## src/irqcmp_pkg.sv

```systemverilog
// Shared constants and types for the interrupt controller with comparator event logic
package irqcmp_pkg;

  localparam int DW = 8;

  // Special register addresses
  localparam logic [7:0] ADDR_CPC   = 8'h00;
  localparam logic [7:0] ADDR_EXT_PIN_EDGE_SELECT = 8'h01;
  localparam logic [7:0] ADDR_PRIMARY_IRQ_CTRL_0 = 8'h02;
  localparam logic [7:0] ADDR_PRIMARY_IRQ_CTRL_1 = 8'h03;
  localparam logic [7:0] ADDR_PRIMARY_IRQ_CTRL_2 = 8'h04;
  localparam logic [7:0] ADDR_MULTIFUNCTION_IRQ_CTRL_0  = 8'h05;
  localparam logic [7:0] ADDR_MULTIFUNCTION_IRQ_CTRL_1  = 8'h06;
  localparam logic [7:0] ADDR_MULTIFUNCTION_IRQ_CTRL_2  = 8'h07;

  // Implemented-bit masks, writable bits for MASK_CPC_W; the rest read as zero
  localparam logic [7:0] MASK_CPC   = 8'hF9;
  localparam logic [7:0] MASK_CPC_W = 8'hE9;
  localparam logic [7:0] MASK_EXT_PIN_EDGE_SELECT = 8'h0F;
  localparam logic [7:0] MASK_PRIMARY_IRQ_CTRL_0 = 8'h7F;
  localparam logic [7:0] MASK_FULL  = 8'hFF;
  localparam logic [7:0] MASK_HALF  = 8'h33;

  // Reset values
  localparam logic [7:0] RST_CPC  = 8'h81;
  localparam logic [7:0] RST_ZERO = 8'h00;

  // Comparator control bits
  localparam int CPC_PIN_SEL = 7;
  localparam int CPC_POWER   = 6;
  localparam int CPC_INVERT  = 5;
  localparam int CPC_RESULT  = 4;
  localparam int CPC_ROUTE   = 3;
  localparam int CPC_HYST    = 0;

  // Interrupt control bits
  localparam int BIT_GLOBAL_EN = 0;
  localparam int BIT_CMP_FLAG  = 5;
  localparam int FLAG_LSB      = 4;

  // Edge-select field positions and codes
  localparam int EDGE_W        = 2;
  localparam int PIN0_EDGE_LSB = 0;
  localparam int PIN1_EDGE_LSB = 2;
  localparam logic [1:0] EDGE_OFF  = 2'h0;
  localparam logic [1:0] EDGE_RISE = 2'h1;
  localparam logic [1:0] EDGE_FALL = 2'h2;
  localparam logic [1:0] EDGE_BOTH = 2'h3;

  // Vector indices, lowest index wins
  localparam int NUM_SRC = 9;
  localparam logic [3:0] VEC_NONE = 4'hF;

  typedef enum logic [1:0] {
    VST_IDLE    = 2'h0,
    VST_REQUEST = 2'h1,
    VST_SERVICE = 2'h3
  } irqcmp_vst_t;

  typedef struct packed {
    logic          wr;
    logic [7:0]    addr;
    logic [DW-1:0] wdata;
  } irqcmp_sfr_req_t;

endpackage

```

## src/irqcmp_ctrl.sv

```systemverilog
// Interrupt request, enable and vectoring logic with comparator digital control
`timescale 1ns/1ns

// How it works
// - Comparator result change sets its flag; vectors when its enable is set.
// - Event comes from the polarity-adjusted result bit, not the output pin.
// - In sleep or idle with comparator on, a flag-setting change wakes the core.
// - A flag already high before sleep prevents later comparator wake-ups.
// - Comparator keeps working and making events during sleep and idle.
// - With comparator pins selected, port reads give zero if input, else latch.
// - Bit 7 hands both shared pins to comparator and drops pull-ups.
// - Bit 6 switches the comparator off at 0, on at 1.
// - Bit 5 selects raw or inverted comparator result.
// - Read-only bit 4 holds the polarity-adjusted comparator result.
// - Bit 3 at 0 drives result onto output pin; 1 keeps it internal.
// - Bit 0 enables hysteresis; bits 2 and 1 read zero.
// - A serviced interrupt suspends the program so the handler runs.
// - Requests come from external pins, timers, comparator, time bases, LVD, EEPROM, ADC.
// - Each source has a hardware-set flag and a software enable bit.
// - Pin 1 edge field in bits 3..2: off, rising, falling, both.
// - Pin 0 edge field in bits 1..0, same coding; bits 7..4 read zero.
// - Three primary and three multi-function registers pair flags with enables.
module irqcmp_ctrl #(
  parameter int NUM_PORT = 2
) (
  // Clock and reset
  input  wire logic                        core_clk_in,
  input  wire logic                        resetn_in,
  // Special register access from the core
  input  wire irqcmp_pkg::irqcmp_sfr_req_t sfr_req_in,
  output logic [7:0]                       sfr_rdata_out,
  // Vectoring handshake with the core
  input  wire logic                        irq_ack_in,
  input  wire logic                        reti_in,
  input  wire logic                        sleep_in,
  output logic                             irq_req_out,
  output logic [3:0]                       irq_vec_out,
  output logic                             wake_out,
  // Event sources
  input  wire logic [1:0]                  ext_irq_pin_in,
  input  wire logic [5:0]                  tm_evt_in,
  input  wire logic [1:0]                  tb_evt_in,
  input  wire logic                        adc_evt_in,
  input  wire logic                        lvd_evt_in,
  input  wire logic                        eeprom_evt_in,
  // Analog comparator
  input  wire logic                        cmp_raw_in,
  output logic                             cmp_power_on_out,
  output logic                             cmp_hyst_on_out,
  output logic                             cmp_pin_sel_out,
  output logic                             cmp_out_pin_out,
  output logic                             cmp_out_pin_oe_out,
  // Shared port pins
  input  wire logic [NUM_PORT-1:0]         port_dir_in,
  input  wire logic [NUM_PORT-1:0]         port_latch_in,
  input  wire logic [NUM_PORT-1:0]         port_pin_in,
  output logic [NUM_PORT-1:0]              port_rd_out
);
  import irqcmp_pkg::*;

  logic [7:0]             comparator_control;
  logic [7:0]             ext_pin_edge_select;
  logic [7:0]             primary_irq_ctrl_0;
  logic [7:0]             primary_irq_ctrl_1;
  logic [7:0]             primary_irq_ctrl_2;
  logic [7:0]             multifunction_irq_ctrl_0;
  logic [7:0]             multifunction_irq_ctrl_1;
  logic [7:0]             multifunction_irq_ctrl_2;
  logic [1:0]             pin_prev;
  irqcmp_vst_t            vst;
  irqcmp_vst_t            next_vst;
  logic [3:0]             vec_held;

  // Register update: software write, then hardware clear, hardware set wins last
  function automatic logic [7:0] reg_next(input logic [7:0] cur, input logic hit,
                                          input logic [7:0] wdata, input logic [7:0] clr,
                                          input logic [7:0] set, input logic [7:0] mask);
    logic [7:0] v;
    v = hit ? wdata : cur;
    reg_next = ((v & ~clr) | set) & mask;
  endfunction

  function automatic logic edge_hit(input logic [1:0] sel, input logic cur, input logic prev);
    logic rise;
    logic fall;
    rise = cur & ~prev;
    fall = ~cur & prev;
    case (sel)
      EDGE_RISE: edge_hit = rise;
      EDGE_FALL: edge_hit = fall;
      EDGE_BOTH: edge_hit = rise | fall;
      default:   edge_hit = 1'b0;
    endcase
  endfunction

  // Address decode
  wire wr_cpc   = sfr_req_in.wr && sfr_req_in.addr == ADDR_CPC;
  wire wr_ext_pin_edge_select = sfr_req_in.wr && sfr_req_in.addr == ADDR_EXT_PIN_EDGE_SELECT;
  wire wr_c0    = sfr_req_in.wr && sfr_req_in.addr == ADDR_PRIMARY_IRQ_CTRL_0;
  wire wr_c1    = sfr_req_in.wr && sfr_req_in.addr == ADDR_PRIMARY_IRQ_CTRL_1;
  wire wr_c2    = sfr_req_in.wr && sfr_req_in.addr == ADDR_PRIMARY_IRQ_CTRL_2;
  wire wr_m0    = sfr_req_in.wr && sfr_req_in.addr == ADDR_MULTIFUNCTION_IRQ_CTRL_0;
  wire wr_m1    = sfr_req_in.wr && sfr_req_in.addr == ADDR_MULTIFUNCTION_IRQ_CTRL_1;
  wire wr_m2    = sfr_req_in.wr && sfr_req_in.addr == ADDR_MULTIFUNCTION_IRQ_CTRL_2;

  // Comparator controls
  wire cmp_power_on   = comparator_control[CPC_POWER];
  wire cmp_invert_sel = comparator_control[CPC_INVERT];
  wire cmp_result_bit = comparator_control[CPC_RESULT];
  wire cmp_pin_sel    = comparator_control[CPC_PIN_SEL];
  wire cmp_out_route  = comparator_control[CPC_ROUTE];

  wire cmp_adjusted = cmp_raw_in ^ cmp_invert_sel;
  // result frozen while off, so switching off makes no event
  wire next_result = cmp_power_on ? cmp_adjusted : cmp_result_bit;
  wire cmp_evt = cmp_power_on && (next_result != cmp_result_bit);

  wire pin1_evt = edge_hit(ext_pin_edge_select[PIN1_EDGE_LSB +: EDGE_W], ext_irq_pin_in[1], pin_prev[1]);
  wire pin0_evt = edge_hit(ext_pin_edge_select[PIN0_EDGE_LSB +: EDGE_W], ext_irq_pin_in[0], pin_prev[0]);

  // multi-function flags follow any enabled sub-request
  wire mf0_set = |(multifunction_irq_ctrl_0[7:FLAG_LSB] & multifunction_irq_ctrl_0[FLAG_LSB-1:0]);
  wire mf1_set = |(multifunction_irq_ctrl_1[7:FLAG_LSB] & multifunction_irq_ctrl_1[FLAG_LSB-1:0]);
  wire mf2_set = |(multifunction_irq_ctrl_2[7:FLAG_LSB] & multifunction_irq_ctrl_2[FLAG_LSB-1:0]);

  // pending needs flag and enable; global enable checked in the sequencer
  wire [2:0] pend0 = primary_irq_ctrl_0[6:FLAG_LSB] & primary_irq_ctrl_0[3:1];
  wire [3:0] pend1 = primary_irq_ctrl_1[7:FLAG_LSB] & primary_irq_ctrl_1[FLAG_LSB-1:0];
  wire [1:0] pend2 = primary_irq_ctrl_2[5:FLAG_LSB] & primary_irq_ctrl_2[1:0];
  wire [NUM_SRC-1:0] pend = {pend2, pend1, pend0};
  wire global_irq_en = primary_irq_ctrl_0[BIT_GLOBAL_EN];

  logic [3:0] pick;
  always_comb begin
    pick = VEC_NONE;
    for (int i = NUM_SRC - 1; i >= 0; i--) begin
      if (pend[i]) begin
        pick = 4'(i);
      end
    end
  end

  // Sequencer
  wire take_ack = (vst == VST_REQUEST) && irq_ack_in;
  wire take_ret = (vst == VST_SERVICE) && reti_in;

  always_comb begin
    next_vst = vst;
    case (vst)
      VST_IDLE: begin
        if (global_irq_en && pick != VEC_NONE) begin
          next_vst = VST_REQUEST;
        end
      end
      VST_REQUEST: begin
        if (irq_ack_in) begin
          next_vst = VST_SERVICE;
        end
      end
      VST_SERVICE: begin
        if (reti_in) begin
          next_vst = VST_IDLE;
        end
      end
      default: next_vst = VST_IDLE;
    endcase
  end

  // Acknowledge clears the serviced flag and masks further nesting
  logic [NUM_SRC-1:0] ack_oh;
  always_comb begin
    ack_oh = '0;
    if (take_ack && vec_held != VEC_NONE) begin
      ack_oh[vec_held] = 1'b1;
    end
  end

  wire [7:0] clr_c0 = {1'b0, ack_oh[2:0], 3'h0, take_ack};
  wire [7:0] clr_c1 = {ack_oh[6:3], 4'h0};
  wire [7:0] clr_c2 = {2'h0, ack_oh[8:7], 4'h0};

  wire [7:0] set_c0 = {1'b0, mf0_set, cmp_evt, pin0_evt, 3'h0, take_ret};
  wire [7:0] set_c1 = {tb_evt_in[0], adc_evt_in, mf2_set, mf1_set, 4'h0};
  wire [7:0] set_c2 = {2'h0, pin1_evt, tb_evt_in[1], 4'h0};
  wire [7:0] set_m0 = {2'h0, tm_evt_in[0], tm_evt_in[1], 4'h0};
  wire [7:0] set_m1 = {tm_evt_in[4], tm_evt_in[5], tm_evt_in[2], tm_evt_in[3], 4'h0};
  wire [7:0] set_m2 = {2'h0, eeprom_evt_in, lvd_evt_in, 4'h0};

  wire [7:0] cpc_wr_val = (sfr_req_in.wdata & MASK_CPC_W) | ({7'h0, next_result} << CPC_RESULT);
  wire [7:0] cpc_cur    = (comparator_control & ~(8'h01 << CPC_RESULT)) | ({7'h0, next_result} << CPC_RESULT);
  wire [7:0] next_cpc   = wr_cpc ? cpc_wr_val : cpc_cur;

  logic [7:0] rd_mux;
  always_comb begin
    case (sfr_req_in.addr)
      ADDR_CPC:   rd_mux = comparator_control & MASK_CPC;
      ADDR_EXT_PIN_EDGE_SELECT: rd_mux = ext_pin_edge_select;
      ADDR_PRIMARY_IRQ_CTRL_0: rd_mux = primary_irq_ctrl_0;
      ADDR_PRIMARY_IRQ_CTRL_1: rd_mux = primary_irq_ctrl_1;
      ADDR_PRIMARY_IRQ_CTRL_2: rd_mux = primary_irq_ctrl_2;
      ADDR_MULTIFUNCTION_IRQ_CTRL_0:  rd_mux = multifunction_irq_ctrl_0;
      ADDR_MULTIFUNCTION_IRQ_CTRL_1:  rd_mux = multifunction_irq_ctrl_1;
      ADDR_MULTIFUNCTION_IRQ_CTRL_2:  rd_mux = multifunction_irq_ctrl_2;
      default:    rd_mux = RST_ZERO;
    endcase
  end

  // port read substitution while pins belong to the comparator
  wire [NUM_PORT-1:0] port_rd_mux = cmp_pin_sel ? (port_latch_in & ~port_dir_in) : port_pin_in;

  // wake on a fresh comparator flag
  // flag already high means no wake
  wire next_wake = sleep_in && cmp_evt && !primary_irq_ctrl_0[BIT_CMP_FLAG];

  always_ff @(posedge core_clk_in or negedge resetn_in) begin
    if (!resetn_in) begin
      comparator_control       <= RST_CPC;
      ext_pin_edge_select      <= RST_ZERO;
      primary_irq_ctrl_0       <= RST_ZERO;
      primary_irq_ctrl_1       <= RST_ZERO;
      primary_irq_ctrl_2       <= RST_ZERO;
      multifunction_irq_ctrl_0 <= RST_ZERO;
      multifunction_irq_ctrl_1 <= RST_ZERO;
      multifunction_irq_ctrl_2 <= RST_ZERO;
    end else begin
      comparator_control       <= next_cpc & MASK_CPC;
      ext_pin_edge_select      <= reg_next(ext_pin_edge_select, wr_ext_pin_edge_select, sfr_req_in.wdata, RST_ZERO, RST_ZERO,
                                           MASK_EXT_PIN_EDGE_SELECT);
      primary_irq_ctrl_0       <= reg_next(primary_irq_ctrl_0, wr_c0, sfr_req_in.wdata, clr_c0, set_c0, MASK_PRIMARY_IRQ_CTRL_0);
      primary_irq_ctrl_1       <= reg_next(primary_irq_ctrl_1, wr_c1, sfr_req_in.wdata, clr_c1, set_c1, MASK_FULL);
      primary_irq_ctrl_2       <= reg_next(primary_irq_ctrl_2, wr_c2, sfr_req_in.wdata, clr_c2, set_c2, MASK_HALF);
      multifunction_irq_ctrl_0 <= reg_next(multifunction_irq_ctrl_0, wr_m0, sfr_req_in.wdata, RST_ZERO, set_m0,
                                           MASK_HALF);
      multifunction_irq_ctrl_1 <= reg_next(multifunction_irq_ctrl_1, wr_m1, sfr_req_in.wdata, RST_ZERO, set_m1,
                                           MASK_FULL);
      multifunction_irq_ctrl_2 <= reg_next(multifunction_irq_ctrl_2, wr_m2, sfr_req_in.wdata, RST_ZERO, set_m2,
                                           MASK_HALF);
    end
  end

  always_ff @(posedge core_clk_in or negedge resetn_in) begin
    if (!resetn_in) begin
      vst      <= VST_IDLE;
      vec_held <= VEC_NONE;
      pin_prev <= 2'h0;
    end else begin
      vst      <= next_vst;
      pin_prev <= ext_irq_pin_in;
      if (vst == VST_IDLE) begin
        vec_held <= pick;
      end
    end
  end

  // Registered outputs
  always_ff @(posedge core_clk_in or negedge resetn_in) begin
    if (!resetn_in) begin
      sfr_rdata_out      <= RST_ZERO;
      irq_req_out        <= 1'b0;
      irq_vec_out        <= VEC_NONE;
      wake_out           <= 1'b0;
      port_rd_out        <= '0;
      cmp_out_pin_out    <= 1'b0;
      cmp_out_pin_oe_out <= 1'b0;
    end else begin
      sfr_rdata_out      <= rd_mux;
      // request holds until the core takes it
      irq_req_out        <= (next_vst == VST_REQUEST);
      irq_vec_out        <= (vst == VST_IDLE) ? pick : vec_held;
      wake_out           <= next_wake;
      port_rd_out        <= port_rd_mux;
      cmp_out_pin_out    <= next_result;
      cmp_out_pin_oe_out <= cmp_power_on && !cmp_out_route;
    end
  end

  // pin handover, power, hysteresis; straight from control flops
  assign cmp_power_on_out = comparator_control[CPC_POWER];
  assign cmp_hyst_on_out  = comparator_control[CPC_HYST];
  assign cmp_pin_sel_out  = comparator_control[CPC_PIN_SEL];

endmodule

```

## config.mk

```make
export PLATFORM = sky130hd
export DESIGN_NAME = irqcmp_ctrl
export DESIGN_NICKNAME = d
export VERILOG_FILES = /design/src/irqcmp_pkg.sv /design/src/irqcmp_ctrl.sv
export SDC_FILE = /design/constraint.sdc
export NUM_CORES = 1
export LEC_CHECK = 0
export BUFFER_PORTS_ARGS = -buffer_cell sky130_fd_sc_hd__buf_4
export CAP_MARGIN = 25
export CORE_UTILIZATION = 39
export CTS_BUF_LIST = sky130_fd_sc_hd__clkbuf_2 sky130_fd_sc_hd__clkbuf_4 sky130_fd_sc_hd__clkbuf_8
export DETAILED_ROUTE_END_ITERATION = 6
export PLACE_DENSITY = 0.59
export SYNTH_ARGS = -nofsm -noshare
export SYNTH_HDL_FRONTEND = slang
export SYNTH_SLANG_ARGS = --single-unit
```

## constraint.sdc

```tcl
create_clock -name core_clk_in -period 2.4 [get_ports core_clk_in]
set_input_delay 0.24 -clock core_clk_in [delete_from_list [all_inputs] [get_ports core_clk_in]]
set_output_delay 0.24 -clock core_clk_in [all_outputs]
set_load 0.05 [all_outputs]
```

# Word level (Yosys, flattened, before mapping)

Cells that the tools add are included.
Widths: inputs -> output; s select.

Flip-flop bits (word level): 67
Bits in latches: 0
RAM bits: 0
Bits in read-only memories: 0
Input bits: 42
Output and inout port bits: 21
Logic and storage cells: 124
Memories kept: 0

$add $sub $neg: 0
Multipliers: 0
Div/mod/pow operators: 0
$lt $le $gt $ge: 2
Equal/unequal tests: 19
Shift-type cells: 0
Mux-type cells: 29
Bitwise logic cells: 33
Reductions and logical operators: 24

Operators by type and width:

| operator           | number |
|---|---|
| $pmux 8 s8         | 1 |
| $mux 4             | 9 |
| $eq 8x3->1 const B | 4 |
| $mux 8             | 3 |
| $mux 6             | 3 |
| $or 6x6->6         | 3 |
| $logic_and 1x1->1  | 17 |
| $eq 8x2->1 const B | 2 |
| $or 8x5->8         | 2 |
| $or 8x8->8         | 2 |
| $reduce_or 4->1    | 3 |
| $eq 2x2->1 const B | 5 |
| $mux 9             | 1 |
| $and 2x2->2        | 4 |
| $and 4x4->4        | 2 |
| $and 8x8->8        | 1 |
| $eq 2x1->1 const B | 4 |
| $eq 8x1->1 const B | 1 |
| $logic_not 8->1    | 1 |
| $mux 2             | 4 |
| $ne 4x4->1 const B | 2 |
| $not 8->8          | 1 |
| $and 7x7->7        | 1 |
| $mux 7             | 1 |
| other kinds (20)   | 30 |

# Depth between registers and ports, before layout

Gate-level depths: netlist (run 1).

Word-level depth: 15
Gate-level depth with buffers: 7
Gate-level depth less buffers: 6

# Worst setup path after synthesis (run 1)

No wires, ideal clock.

Kind: input to register
From: in sfr_req_in[9] (netlist name)
To: reg sfr_rdata_out[0]
Setup time: 0.125 ns
Data arrival time: 1.277 ns
Data required time: 2.275 ns
Setup slack: 0.998 ns
Cell stages on the path: 6
Path buffers: 3
Path through: buf_2 buf_2 buf_4 mux4_2 mux2i_1 nor2_1

Cells in the longest elaborated chain, start to end: 2
Elaborated cells on any way between the ends: 9
Those cells by class: 7 x eq/ne; 1 x mux; 1 x reduce/logical

Ends and longest elaborated chain:

| item                                     | RTL line           | text |
|---|---|---|
| start, declared                          | irqcmp_ctrl.sv:30  | `input wire irqcmp_pkg::irqcmp_sfr_req_t sfr_req_in,` |
| $eq 8x3->1, or another cell as far along | irqcmp_ctrl.sv:195 | `case (sfr_req_in.addr)` |
| $pmux 8 s8 *                             | irqcmp_ctrl.sv:195 |  |
| named net rd_mux[0]                      | irqcmp_ctrl.sv:193 | `logic [7:0] rd_mux;` |
| end signal, assigned                     | irqcmp_ctrl.sv:266 | `sfr_rdata_out <= rd_mux;` |
| end, declared                            | irqcmp_ctrl.sv:31  | `output logic [7:0] sfr_rdata_out,` |

Mark *: on every way through the listed nets, which the timed path passes. The rest lies on a longest branch.
A chain may end at the register's enable or synchronous reset.

# Worst setup path in the final report (run 1)

From: reg primary_irq_ctrl_1[1]
To: reg vst[0]

Cells in the longest elaborated chain, start to end: 10

Ends and longest elaborated chain:

| item                   | RTL line           | text |
|---|---|---|
| start, declared        | irqcmp_ctrl.sv:64  | `logic [7:0] primary_irq_ctrl_1;` |
| start signal, assigned | irqcmp_ctrl.sv:230 | `primary_irq_ctrl_1 <= reg_next(primary_irq_ctrl_1, wr_c1, sfr_req_in.wdata, clr_c1, set_c1, MASK_FULL);` |
| $and 4x4->4            | irqcmp_ctrl.sv:128 | `wire [3:0] pend1 = primary_irq_ctrl_1[7:FLAG_LSB] & primary_irq_ctrl_1[FLAG_LSB-1:0];` |
| $mux 4 (5 in series)   | irqcmp_ctrl.sv:137 | `if (pend[i]) begin` |
| $ne 4x4->1             | irqcmp_ctrl.sv:151 | `if (global_irq_en && pick != VEC_NONE) begin` |
| $logic_and 1x1->1      | irqcmp_ctrl.sv:151 |  |
| $mux 2                 | irqcmp_ctrl.sv:151 |  |
| $pmux 2 s3             | irqcmp_ctrl.sv:149 | `case (vst)` |
| named net next_vst[0]  | irqcmp_ctrl.sv:71  | `irqcmp_vst_t next_vst;` |
| end signal, assigned   | irqcmp_ctrl.sv:247 | `vst <= next_vst;` |
| end, declared          | irqcmp_ctrl.sv:70  | `irqcmp_vst_t vst;` |

The timed path passes the listed nets, and every way through them passes these cells.

==> impl_results.md, run 1 <==
* Setup TNS at 0 ps
* Via density per instance at 5.406
* Final setup fails at 0
* Clock Tree Root: clkbuf_8
* Clock latency at the later pin of the worst-skew pair at 340 ps
* M2 GR Usage at 31.70%
* Count of input and output buffers at 62
* TritonCTS buffer count at 9
* Chip width at 94.50 um
* CP Class: register to register
* TritonRoute pass-1 iters at 4
* Crit path required time at 2620 ps
* Via count at 2519
* Fin crit period at 1611 ps
* Clock transition at the registers of the reported paths at 70 ps
* FFs w/ async S/R, synth at 100.0%
* Flops & latches, synth at 66
* Tightest Hold Check Type: input pin to asynchronous set/reset pin
* Startpoint types: register
* Unique masters post-synth at 52
* Routed len/inst at 17.75 um
* Number of nets in the layout at 402
* Min Hold Slack at -16.81 ps
* Seq/Total Area, Yosys at 49.72%
* Starting DRC count in detailed routing at 123
* Syn_nets at 338
* Slew margin rel. at 43.77%
* Gr ovfl total at 0
* Largest net degree at the start of global routing at 67
* Final worst-path cycle share at 67.12%
* CTS HTree Levels at 3
* Avg Inst Size Synth at 11.43 sq um
* Core ar. at 8258 sq um
* Main synth FF type: dfrtp_1
* ANT cells at 0
* Initial core utilization at 40.41%
* Crit path max fanout at 5
* Post-synthesis cell count at 292
* Count leader, synth: dfrtp_1
* Yosys warning total at 0
* Failing checks: hold timing
* First-pass GRT wire length at 13.11 mm
* CTS tree: built
* Area of the multi-input gates at 1588 sq um
* Leakage at 1.870 nW
* Synth top cells by count: dfrtp_1 (60), mux2_2 (30), nor2_1 (24), nand2_1 (19), mux2i_1 (18)
* Layout cells sized above 1 at 35.18%
* Share of the synthesized area in the top cell type at 44.99%
* Post-route insts no fill at 466
* Vias in the first global route at 2415
* Post-CTS Setup Bufs at 0
* Maximum clock rate at 0.6208 GHz
* # IOs at 63
* Chip height at 94.50 um
* Post-DP HPWL at 6.187 mm
* Status: complete, but fails checks
* Area leader, netlist: dfrtp_1
* Arrival time worst endpoint at 1830 ps
* Total wire length at 8.271 mm
* Worst Max-Slew Pin Slew at 843.5 ps
* Final Hold Viols at 4
* Synth Cell Area at 3337 sq um
* DRC violations left at 0
* Antenna violations before repair at 0
* EDFF count, synth at 0
* RSZ-0062 raised after global routing: false
* Ranking of synthesized cells by area: dfrtp_1 (45%), mux2_2 (10%), mux2i_1 (5.4%)
* Inst Count DP at 450
* Die Area at 8930 sq um
* Power Density at 655.2 nW/um^2
* Slew Viols, Final at 0
* Clock sink total at 66
* Register Area at 1659 sq um
* Maxcap violations at 0
* Clock skew at 4.751 ps
* DRT antenna net count at 0
* Cts hold-fix bufs at 0
* CTS resizes at 0
* Rows at 33
* CTS max path bufs at 2
* Gr usage total at 20.14%
* Peak supply drop at 0.2678 mV
* Met3 usage at 3.945%
* Busiest grt layer: met2
* Critical Path End Type: register
* Fill cells at 784
* GPL Wtd Cong at 0.8205
* Met1 GRT Util at 27.17%
* Area grow syn2layout at 21.78%
==> state kept, by name, summed over array words and instances (netlist names), 4 cells and up <==
signal                    flops
multifunction_irq_ctrl_1      8
primary_irq_ctrl_1            8
sfr_rdata_out                 8
primary_irq_ctrl_0            7
comparator_control            6
ext_pin_edge_select           4
irq_vec_out                   4
multifunction_irq_ctrl_0      4
multifunction_irq_ctrl_2      4
primary_irq_ctrl_2            4
==> critical path: stages (launching register included) <==
cell and delay, ps:
dfrtp_1 440, a222oi_1 440, nand4bb_1 180, a311oi_1 350
nor2_1 80
==> layer usage <==
metal | vias up | wire length [um]
met5 | - | 0
met4 | 0 | 144
met3 | 10 | 538
met2 | 80 | 3886
met1 | 1215 | 3701
li1 | 1214 | -
==> layout make-up <==
type,instances,area share [%]
tap,105,3.233
clock inverter,3,0.3695
multi-input combinational,205,39.07
sequential,66,40.83
inverter,12,1.108
timing repair buffer,62,11.45
clock buffer,13,3.941
==> layout by cell type, fill, tap and decap left out, types with 4 or more instances in the layout <==
cell type,count
mux4_2,4
ha_1,4
a211o_1,8
clkbuf_8,10
inv_1,12
dfstp_2,6
nor2b_1,4
a21oi_1,7
nand2_1,19
a22o_1,5
o21ai_0,10
mux2i_1,18
mux2_2,30
dfrtp_1,60
nand3_1,11
buf_4,62
nor3_1,10
nor2_1,24
==> per-stage QoR <==
stage                     cell area, sq um  utilization (%)  power (mW)  hold WS, ps  setup WS, ps
after floorplan                       3337                -       1.619       -55.59         997.8
after global placement                3889            47.09       1.843        369.3         732.5
after detailed placement              3889            47.09       1.850        373.2         713.4
after CTS                             4064            49.21       2.695        10.38         794.1
after global routing                  4064            49.21       2.782        9.318         662.4
final                                 4064            49.21       2.663       -16.81         789.1
==> power by group <==
part,internal [mW],switching [mW]
registers,1.21,0.125
clock network,0.433,0.404
logic,0.208,0.286
total,1.85,0.815
==> final timing paths <==
path / cells after the start / start / slack (ps) / endpoint
min in group core_clk_in: 1 / ext_irq_pin_in[1] / 20 / pin_prev[1]$_DFF_PN0_
worst min-delay path: 1 / resetn_in / -20 / irq_req_out$_DFF_PN0_
worst min register to register: 1 / comparator_control[3]$_DFFE_PN0P_ / 490 / cmp_out_pin_oe_out$_DFF_PN0_
max in group asynchronous: 1 / resetn_in / 1850 / multifunction_irq_ctrl_1[1]$_DFFE_PN0P_
worst max register to register: 4 / primary_irq_ctrl_1[1]$_DFFE_PN0P_ / 790 / vst[0]$_DFF_PN0_
worst max-delay path: 4 / primary_irq_ctrl_1[1]$_DFFE_PN0P_ / 790 / vst[0]$_DFF_PN0_
==> cell families (layout without fill, tap and decap cells) <==
family          Yosys count  in the layout  synth area share, %
xor+xnor                  2              2               0.5250
flops                    66             66                49.72
compound gates           54             54                11.51
mux                      52             52                18.22
buf+inv                  21             90                2.700
fa+ha+maj                 4              4                1.500
simple gates             93             93                15.82
Power figures use the tool's default switching activity.
==> run 2, diff against run 1 <==
==> constraint.sdc (replaced) <==
create_clock -name core_clk_in -period 1.6 [get_ports core_clk_in]
set_input_delay 0.16 -clock core_clk_in [delete_from_list [all_inputs] [get_ports core_clk_in]]
set_output_delay 0.16 -clock core_clk_in [all_outputs]
set_load 0.05 [all_outputs]
==> run 2 against run 1 <==
The flow now finishes without violations. Non-clock buffer count grew 30. Sequential power grew 50%. Count of clock-buffer cells in the layout is 1 lower. Critical path type unchanged.
==> impl_results.md, run 2 (synthesized netlist as in run 1, its figures left out) <==
* Status: complete, no violations
* Rows at 33 (unchanged)
* # IOs at 63 (unchanged)
* Fin crit period at 1545 ps (-65.92 ps)
* Crit path max fanout at 5 (unchanged)
* DRC violations left at 0 (unchanged)
* Largest net degree at the start of global routing at 35 (-48%)
* Via count at 2696 (+7.0%)
* Post-DP HPWL at 6.630 mm (+7.2%)
* Final Worst Setup Slack at 55.02 ps (-734.1 ps)
* ANT cells at 0 (unchanged)
* Chip height at 94.50 um (unchanged)
* Clock latency at the later pin of the worst-skew pair at 360 ps (+20 ps)
* RSZ-0062 raised after global routing: true
* Gr ovfl total at 0 (unchanged)
* Chip width at 94.50 um (unchanged)
* Critical Path End Type: register
* Final worst-path cycle share at 96.56% (+29 points)
* Area grow syn2layout at 29.88%
* DRT antenna net count at 0 (unchanged)
* Routed len/inst at 17.74 um (about the same)
* Arrival time worst endpoint at 1770 ps (-60 ps)
* Largest regs: multifunction_irq_ctrl_1 x8, primary_irq_ctrl_1 x8, sfr_rdata_out x8
* Peak supply drop at 0.3796 mV (+42%)
* Critical path cell sequence: a222oi_1 > nand4bb_1 > a311oi_2 > nor3_1
* Antenna violations before repair at 0 (unchanged)
* Total wire length at 8.783 mm (+6.2%)
* TritonCTS buffer count at 9 (unchanged)
* Commonest non-fill, non-tap cell in the layout: buf_4
* CP Class: register to register
* Final Hold Viols at 0 (-4)
* CP max stage delay at 440 ps (about the same)
* Final setup fails at 0 (unchanged)
* Crit path required time at 1820 ps (-800 ps)
* Slew Viols, Final at 0 (unchanged)
* Layout cells sized above 1 at 37.44% (+2.3 points)
* Tightest Hold Check Type: input pin to register
* Clock skew at 9.363 ps (+4.612 ps)
* CTS max path bufs at 2 (unchanged)
* Slowest CP cell: dfrtp_2
* Vias in the first global route at 2672 (+11%)
* Slew margin rel. at 69.47% (+26 points)
* Initial core utilization at 40.41% (unchanged)
* Core ar. at 8258 sq um (unchanged)
* Maxcap violations at 0 (unchanged)
* CTS tree: built
* Number of nets in the layout at 432 (+7.5%)
* Setup TNS at 0 ps (unchanged)
* Maximum clock rate at 0.6473 GHz (+4.3%)
* Clock sink total at 66 (unchanged)
* Total power at 4.095 mW (+54%)
* Power Density at 944.9 nW/um^2 (+44%)
* CTS HTree Levels at 3 (unchanged)
* Leakage at 2.005 nW (+7.2%)
* Pre-CTS setup slack at -8.917 ps (-722.3 ps)
* Startpoint types: register
* Via density per instance at 5.446 (+0.76%)
* Area of the multi-input gates at 1594 sq um (+0.39%)
* Starting DRC count in detailed routing at 136 (+11%)
* First-pass GRT wire length at 14.10 mm (+7.6%)
* Clock transition at the registers of the reported paths at 70 ps (about the same)
* Fill cells at 771 (-1.7%)
* Clock Tree Root: clkbuf_8
* Count of input and output buffers at 62 (unchanged)
* Die Area at 8930 sq um (unchanged)
* Worst Max-Slew Pin Slew at 457.9 ps (-385.6 ps)
* Most frequent cells in the layout: buf_4 (79), dfrtp_1 (59), mux2_2 (30)
* GPL Wtd Cong at 0.8038 (-2.0%)
* Gr usage total at 21.60% (+1.5 points)
* Register Area at 1660 sq um (about the same)
* TritonRoute pass-1 iters at 4 (unchanged)
==> run 2: final cells by class <==
class | instances | share of cell area, %
inverters | 12 | 1.039
repair buffers | 92 | 16.92
clock inverters | 3 | 0.4042
well taps | 105 | 3.031
clock buffers | 12 | 3.522
flip-flops and latches | 66 | 38.31
multi-input cells | 205 | 36.78
==> run 2: critical path: cells and delay by family, from the launching register on <==
kind / cells / cell delay (ps)
AO/OA/AOI/OAI: 2 / 680
AND/OR/NAND/NOR: 2 / 300
flip-flops: 1 / 440
==> run 2: what timing repair did <==
item,in CTS,in global routing
endpoints found under the hold margin,37,0
buffers inserted,0,1
setup endpoints to repair,2,2
hold buffers,12,0
pin swaps,1,3
gates resized for setup,1,1
==> run 2: final timing paths <==
path / start / endpoint / slack, ps / cells after the start
min: tm_evt_in[5] / multifunction_irq_ctrl_1[6]$_DFF_PN0_ / 10 / 2
max in group asynchronous: resetn_in / primary_irq_ctrl_0[2]$_DFFE_PN0P_ / 710 / 3
max reg2reg: primary_irq_ctrl_1[1]$_DFFE_PN0P_ / irq_req_out$_DFF_PN0_ / 60 / 4
min in group asynchronous: resetn_in / irq_req_out$_DFF_PN0_ / 300 / 2
max: primary_irq_ctrl_1[1]$_DFFE_PN0P_ / irq_req_out$_DFF_PN0_ / 60 / 4
min reg2reg: comparator_control[3]$_DFFE_PN0P_ / cmp_out_pin_oe_out$_DFF_PN0_ / 460 / 1
==> run 2: power breakdown <==
group | total (mW) | internal [mW] | switching, mW
combinational | 0.852 | 0.383 | 0.469
sequential | 1.99 | 1.81 | 0.177
clock | 1.26 | 0.625 | 0.631
total | 4.10 | 2.82 | 1.28
==> run 2: through the flow <==
step / cell area [sq um] / hold slack (ps) / std cells / util, %
floorplan: 3337 / -135.6 / 292 / -
global route: 4334 / 13.65 / 495 / 52.48
detailed placement: 4029 / 142.8 / 467 / 48.79
global placement: 4029 / 145.7 / 467 / 48.79
CTS: 4325 / 1.713 / 494 / 52.38
finish: 4334 / 10.17 / 495 / 52.48
==> run 2: per-layer routing <==
layer	up-vias	track usage [%]	wire (um)
met4	0	8.333	144
met5	-	0	0
met2	96	33.94	4159
met3	11	3.140	513
met1	1327	30.18	3966
li1	1262	-	-
==> run 3, diff against run 2 <==
--- a/config.mk
+++ b/config.mk
@@ -10,6 +10,7 @@
 export CORE_UTILIZATION = 39
 export CTS_BUF_LIST = sky130_fd_sc_hd__clkbuf_2 sky130_fd_sc_hd__clkbuf_4 sky130_fd_sc_hd__clkbuf_8
 export DETAILED_ROUTE_END_ITERATION = 6
+export MAX_ROUTING_LAYER = met4
 export PLACE_DENSITY = 0.59
 export SYNTH_ARGS = -nofsm -noshare
 export SYNTH_HDL_FRONTEND = slang
==> run 3 against run 2 <==
Total power about the same. Clock power barely moved. Final area unchanged. Critical path type unchanged. Critical endpoint unchanged. Largest cell class unchanged. Largest power group unchanged. Highest routed layer unchanged.
==> impl_results.md, run 3 (synthesized netlist as in run 1, its figures left out) <==
* Status: complete, no violations
* Slew Viols, Final at 0 (unchanged)
* Gr usage total at 22.25% (+0.64 points)
* DRT antenna net count at 0 (unchanged)
* TritonCTS buffer count at 9 (unchanged)
* CTS HTree Levels at 3 (unchanged)
* DRC violations left at 0 (unchanged)
* Hold Crit Depth at 2 (unchanged)
* # IOs at 63 (unchanged)
* Most frequent cells in the layout: buf_4 (79), dfrtp_1 (59), mux2_2 (30)
* Post-DP HPWL at 6.630 mm (unchanged)
* Fin crit period at 1546 ps (+1.231 ps)
* Clock skew at 9.549 ps (+0.1860 ps)
* CTS tree: built
* Largest net degree at the start of global routing at 35 (unchanged)
* Min-Delay Startpoint: tm_evt_in[5]
* Tightest Hold Check Type: input pin to register
* Leakage at 2.005 nW (unchanged)
* Maxcap violations at 0 (unchanged)
* Final worst-path cycle share at 96.64% (about the same)
* Final setup fails at 0 (unchanged)
* Power Density at 944.0 nW/um^2 (about the same)
* Gr ovfl total at 0 (unchanged)
* Count of input and output buffers at 62 (unchanged)
* Core ar. at 8258 sq um (unchanged)
* Final Hold Viols at 0 (unchanged)
* Critical Path End Type: register
* Commonest non-fill, non-tap cell in the layout: buf_4
* R2R depth at 4 (unchanged)
* Clock transition at the registers of the reported paths at 70 ps (about the same)
* Vias in the first global route at 2671 (-0.037%)
* Clock sink total at 66 (unchanged)
* Total wire length at 8.804 mm (+0.24%)
* Crit path max fanout at 5 (unchanged)
* Clock latency at the later pin of the worst-skew pair at 350 ps (about the same)
* TritonRoute pass-1 iters at 4 (unchanged)
* GPL Wtd Cong at 0.8155 (+1.5%)
* Die Area at 8930 sq um (unchanged)
* Arrival time worst endpoint at 1770 ps (about the same)
* Via density per instance at 5.463 (+0.30%)
* Chip width at 94.50 um (unchanged)
* Reg-to-Reg End: irq_req_out$_DFF_PN0_
* Layout cells sized above 1 at 37.44% (unchanged)
* CP max stage delay at 440 ps (about the same)
* ANT cells at 0 (unchanged)
* Initial core utilization at 40.41% (unchanged)
* Slew margin rel. at 69.49% (about the same)
* Starting DRC count in detailed routing at 139 (+2.2%)
* RSZ-0062 raised after global routing: false
* Antenna violations before repair at 0 (unchanged)
* Slowest CP cell: dfrtp_2
* Maximum clock rate at 0.6467 GHz (about the same)
* Total power at 4.092 mW (about the same)
* R2R setup slack at 50 ps (about the same)
* Chip height at 94.50 um (unchanged)
* Hold Crit Endpoint: multifunction_irq_ctrl_1[6]$_DFF_PN0_
* CP Class: register to register
* Worst r2r src: primary_irq_ctrl_1[1]$_DFFE_PN0P_
* Min Hold Slack at 8.315 ps (-1.855 ps)
* Fill cells at 771 (unchanged)
* Rows at 33 (unchanged)
* CTS max path bufs at 2 (unchanged)
* Critical path cell sequence: a222oi_1 > nand4bb_1 > a311oi_2 > nor3_1
* Startpoint types: register
* Number of nets in the layout at 432 (unchanged)
* Routed len/inst at 17.79 um (+0.24%)
* Via count at 2704 (+0.30%)
* Clock Tree Root: clkbuf_8
* Area grow syn2layout at 29.88% (unchanged)
* First-pass GRT wire length at 14.10 mm (about the same)
* Largest regs: multifunction_irq_ctrl_1 x8, primary_irq_ctrl_1 x8, sfr_rdata_out x8
* Crit path required time at 1820 ps (about the same)
* Worst Max-Slew Pin Slew at 457.7 ps (-0.1659 ps)
* Peak supply drop at 0.3758 mV (-1.0%)
## run 3: metal layers
layer  GRT usage, %  routed length [um]
met5              -                   0
met3          3.140                 416
met1          30.18                4090
met4          8.333                 138
met2          33.94                4158
## run 3: repair_timing
item | 4_1_cts | 5_1_grt
hold buffers | 12 | 0
pin swaps | 1 | 3
gates resized for setup | 1 | 1
setup buffers | 0 | 1
endpoints found under the setup margin | 2 | 2
hold endpoints to repair | 37 | 0
## run 3: worst max-delay path: cells and delay by family (launching register included)
kind             cells  cell delay [ps]
AO/OA/AOI/OAI        2              690
flip-flops           1              440
AND/OR/NAND/NOR      2              300
## run 3: power by group
part,total (mW),switching (mW),leakage (nW),internal (mW)
registers,1.98,0.175,0.805,1.81
logic,0.853,0.470,1.11,0.383
clock network,1.25,0.629,0.0891,0.625
total,4.09,1.27,2.01,2.82
## run 3: stage by stage
stage / area [sq um] / worst slack, ps / instances / utilization, % / setup TNS (ps)
6_report: 4334 / 53.79 / 495 / 52.48 / 0
5_1_grt: 4334 / 0.3824 / 495 / 52.48 / 0
4_1_cts: 4325 / 11.68 / 494 / 52.38 / 0
3_5_place_dp: 4029 / -8.917 / 467 / 48.79 / -8.917
3_3_place_gp: 4029 / -12.58 / 467 / 48.79 / -12.58
2_1_floorplan: 3337 / 217.5 / 292 / - / 0
## run 3: final cells by class
type	instances	area (sq um)	share of cell area, %
repair buffers	92	733.2	16.92
well taps	105	131.4	3.031
clock inverters	3	17.52	0.4042
inverters	12	45.04	1.039
flip-flops and latches	66	1660	38.31
multi-input cells	205	1594	36.78
clock buffers	12	152.6	3.522
## run 3: worst max-delay path by stage
stage                     depth (start not counted)  slack (ps)                     to                         startpoint
after floorplan                                   4         220  irq_req_out$_DFF_PN0_  primary_irq_ctrl_1[2]$_DFFE_PN0P_
after global placement                            4         -10  irq_req_out$_DFF_PN0_  primary_irq_ctrl_1[1]$_DFFE_PN0P_
after detailed placement                          4          -9  irq_req_out$_DFF_PN0_  primary_irq_ctrl_1[1]$_DFFE_PN0P_
after CTS                                         4          10  irq_req_out$_DFF_PN0_    primary_irq_ctrl_1[5]$_DFF_PN0_
after global routing                              4         0.4  irq_req_out$_DFF_PN0_  primary_irq_ctrl_1[1]$_DFFE_PN0P_
final                                             4          50  irq_req_out$_DFF_PN0_  primary_irq_ctrl_1[1]$_DFFE_PN0P_
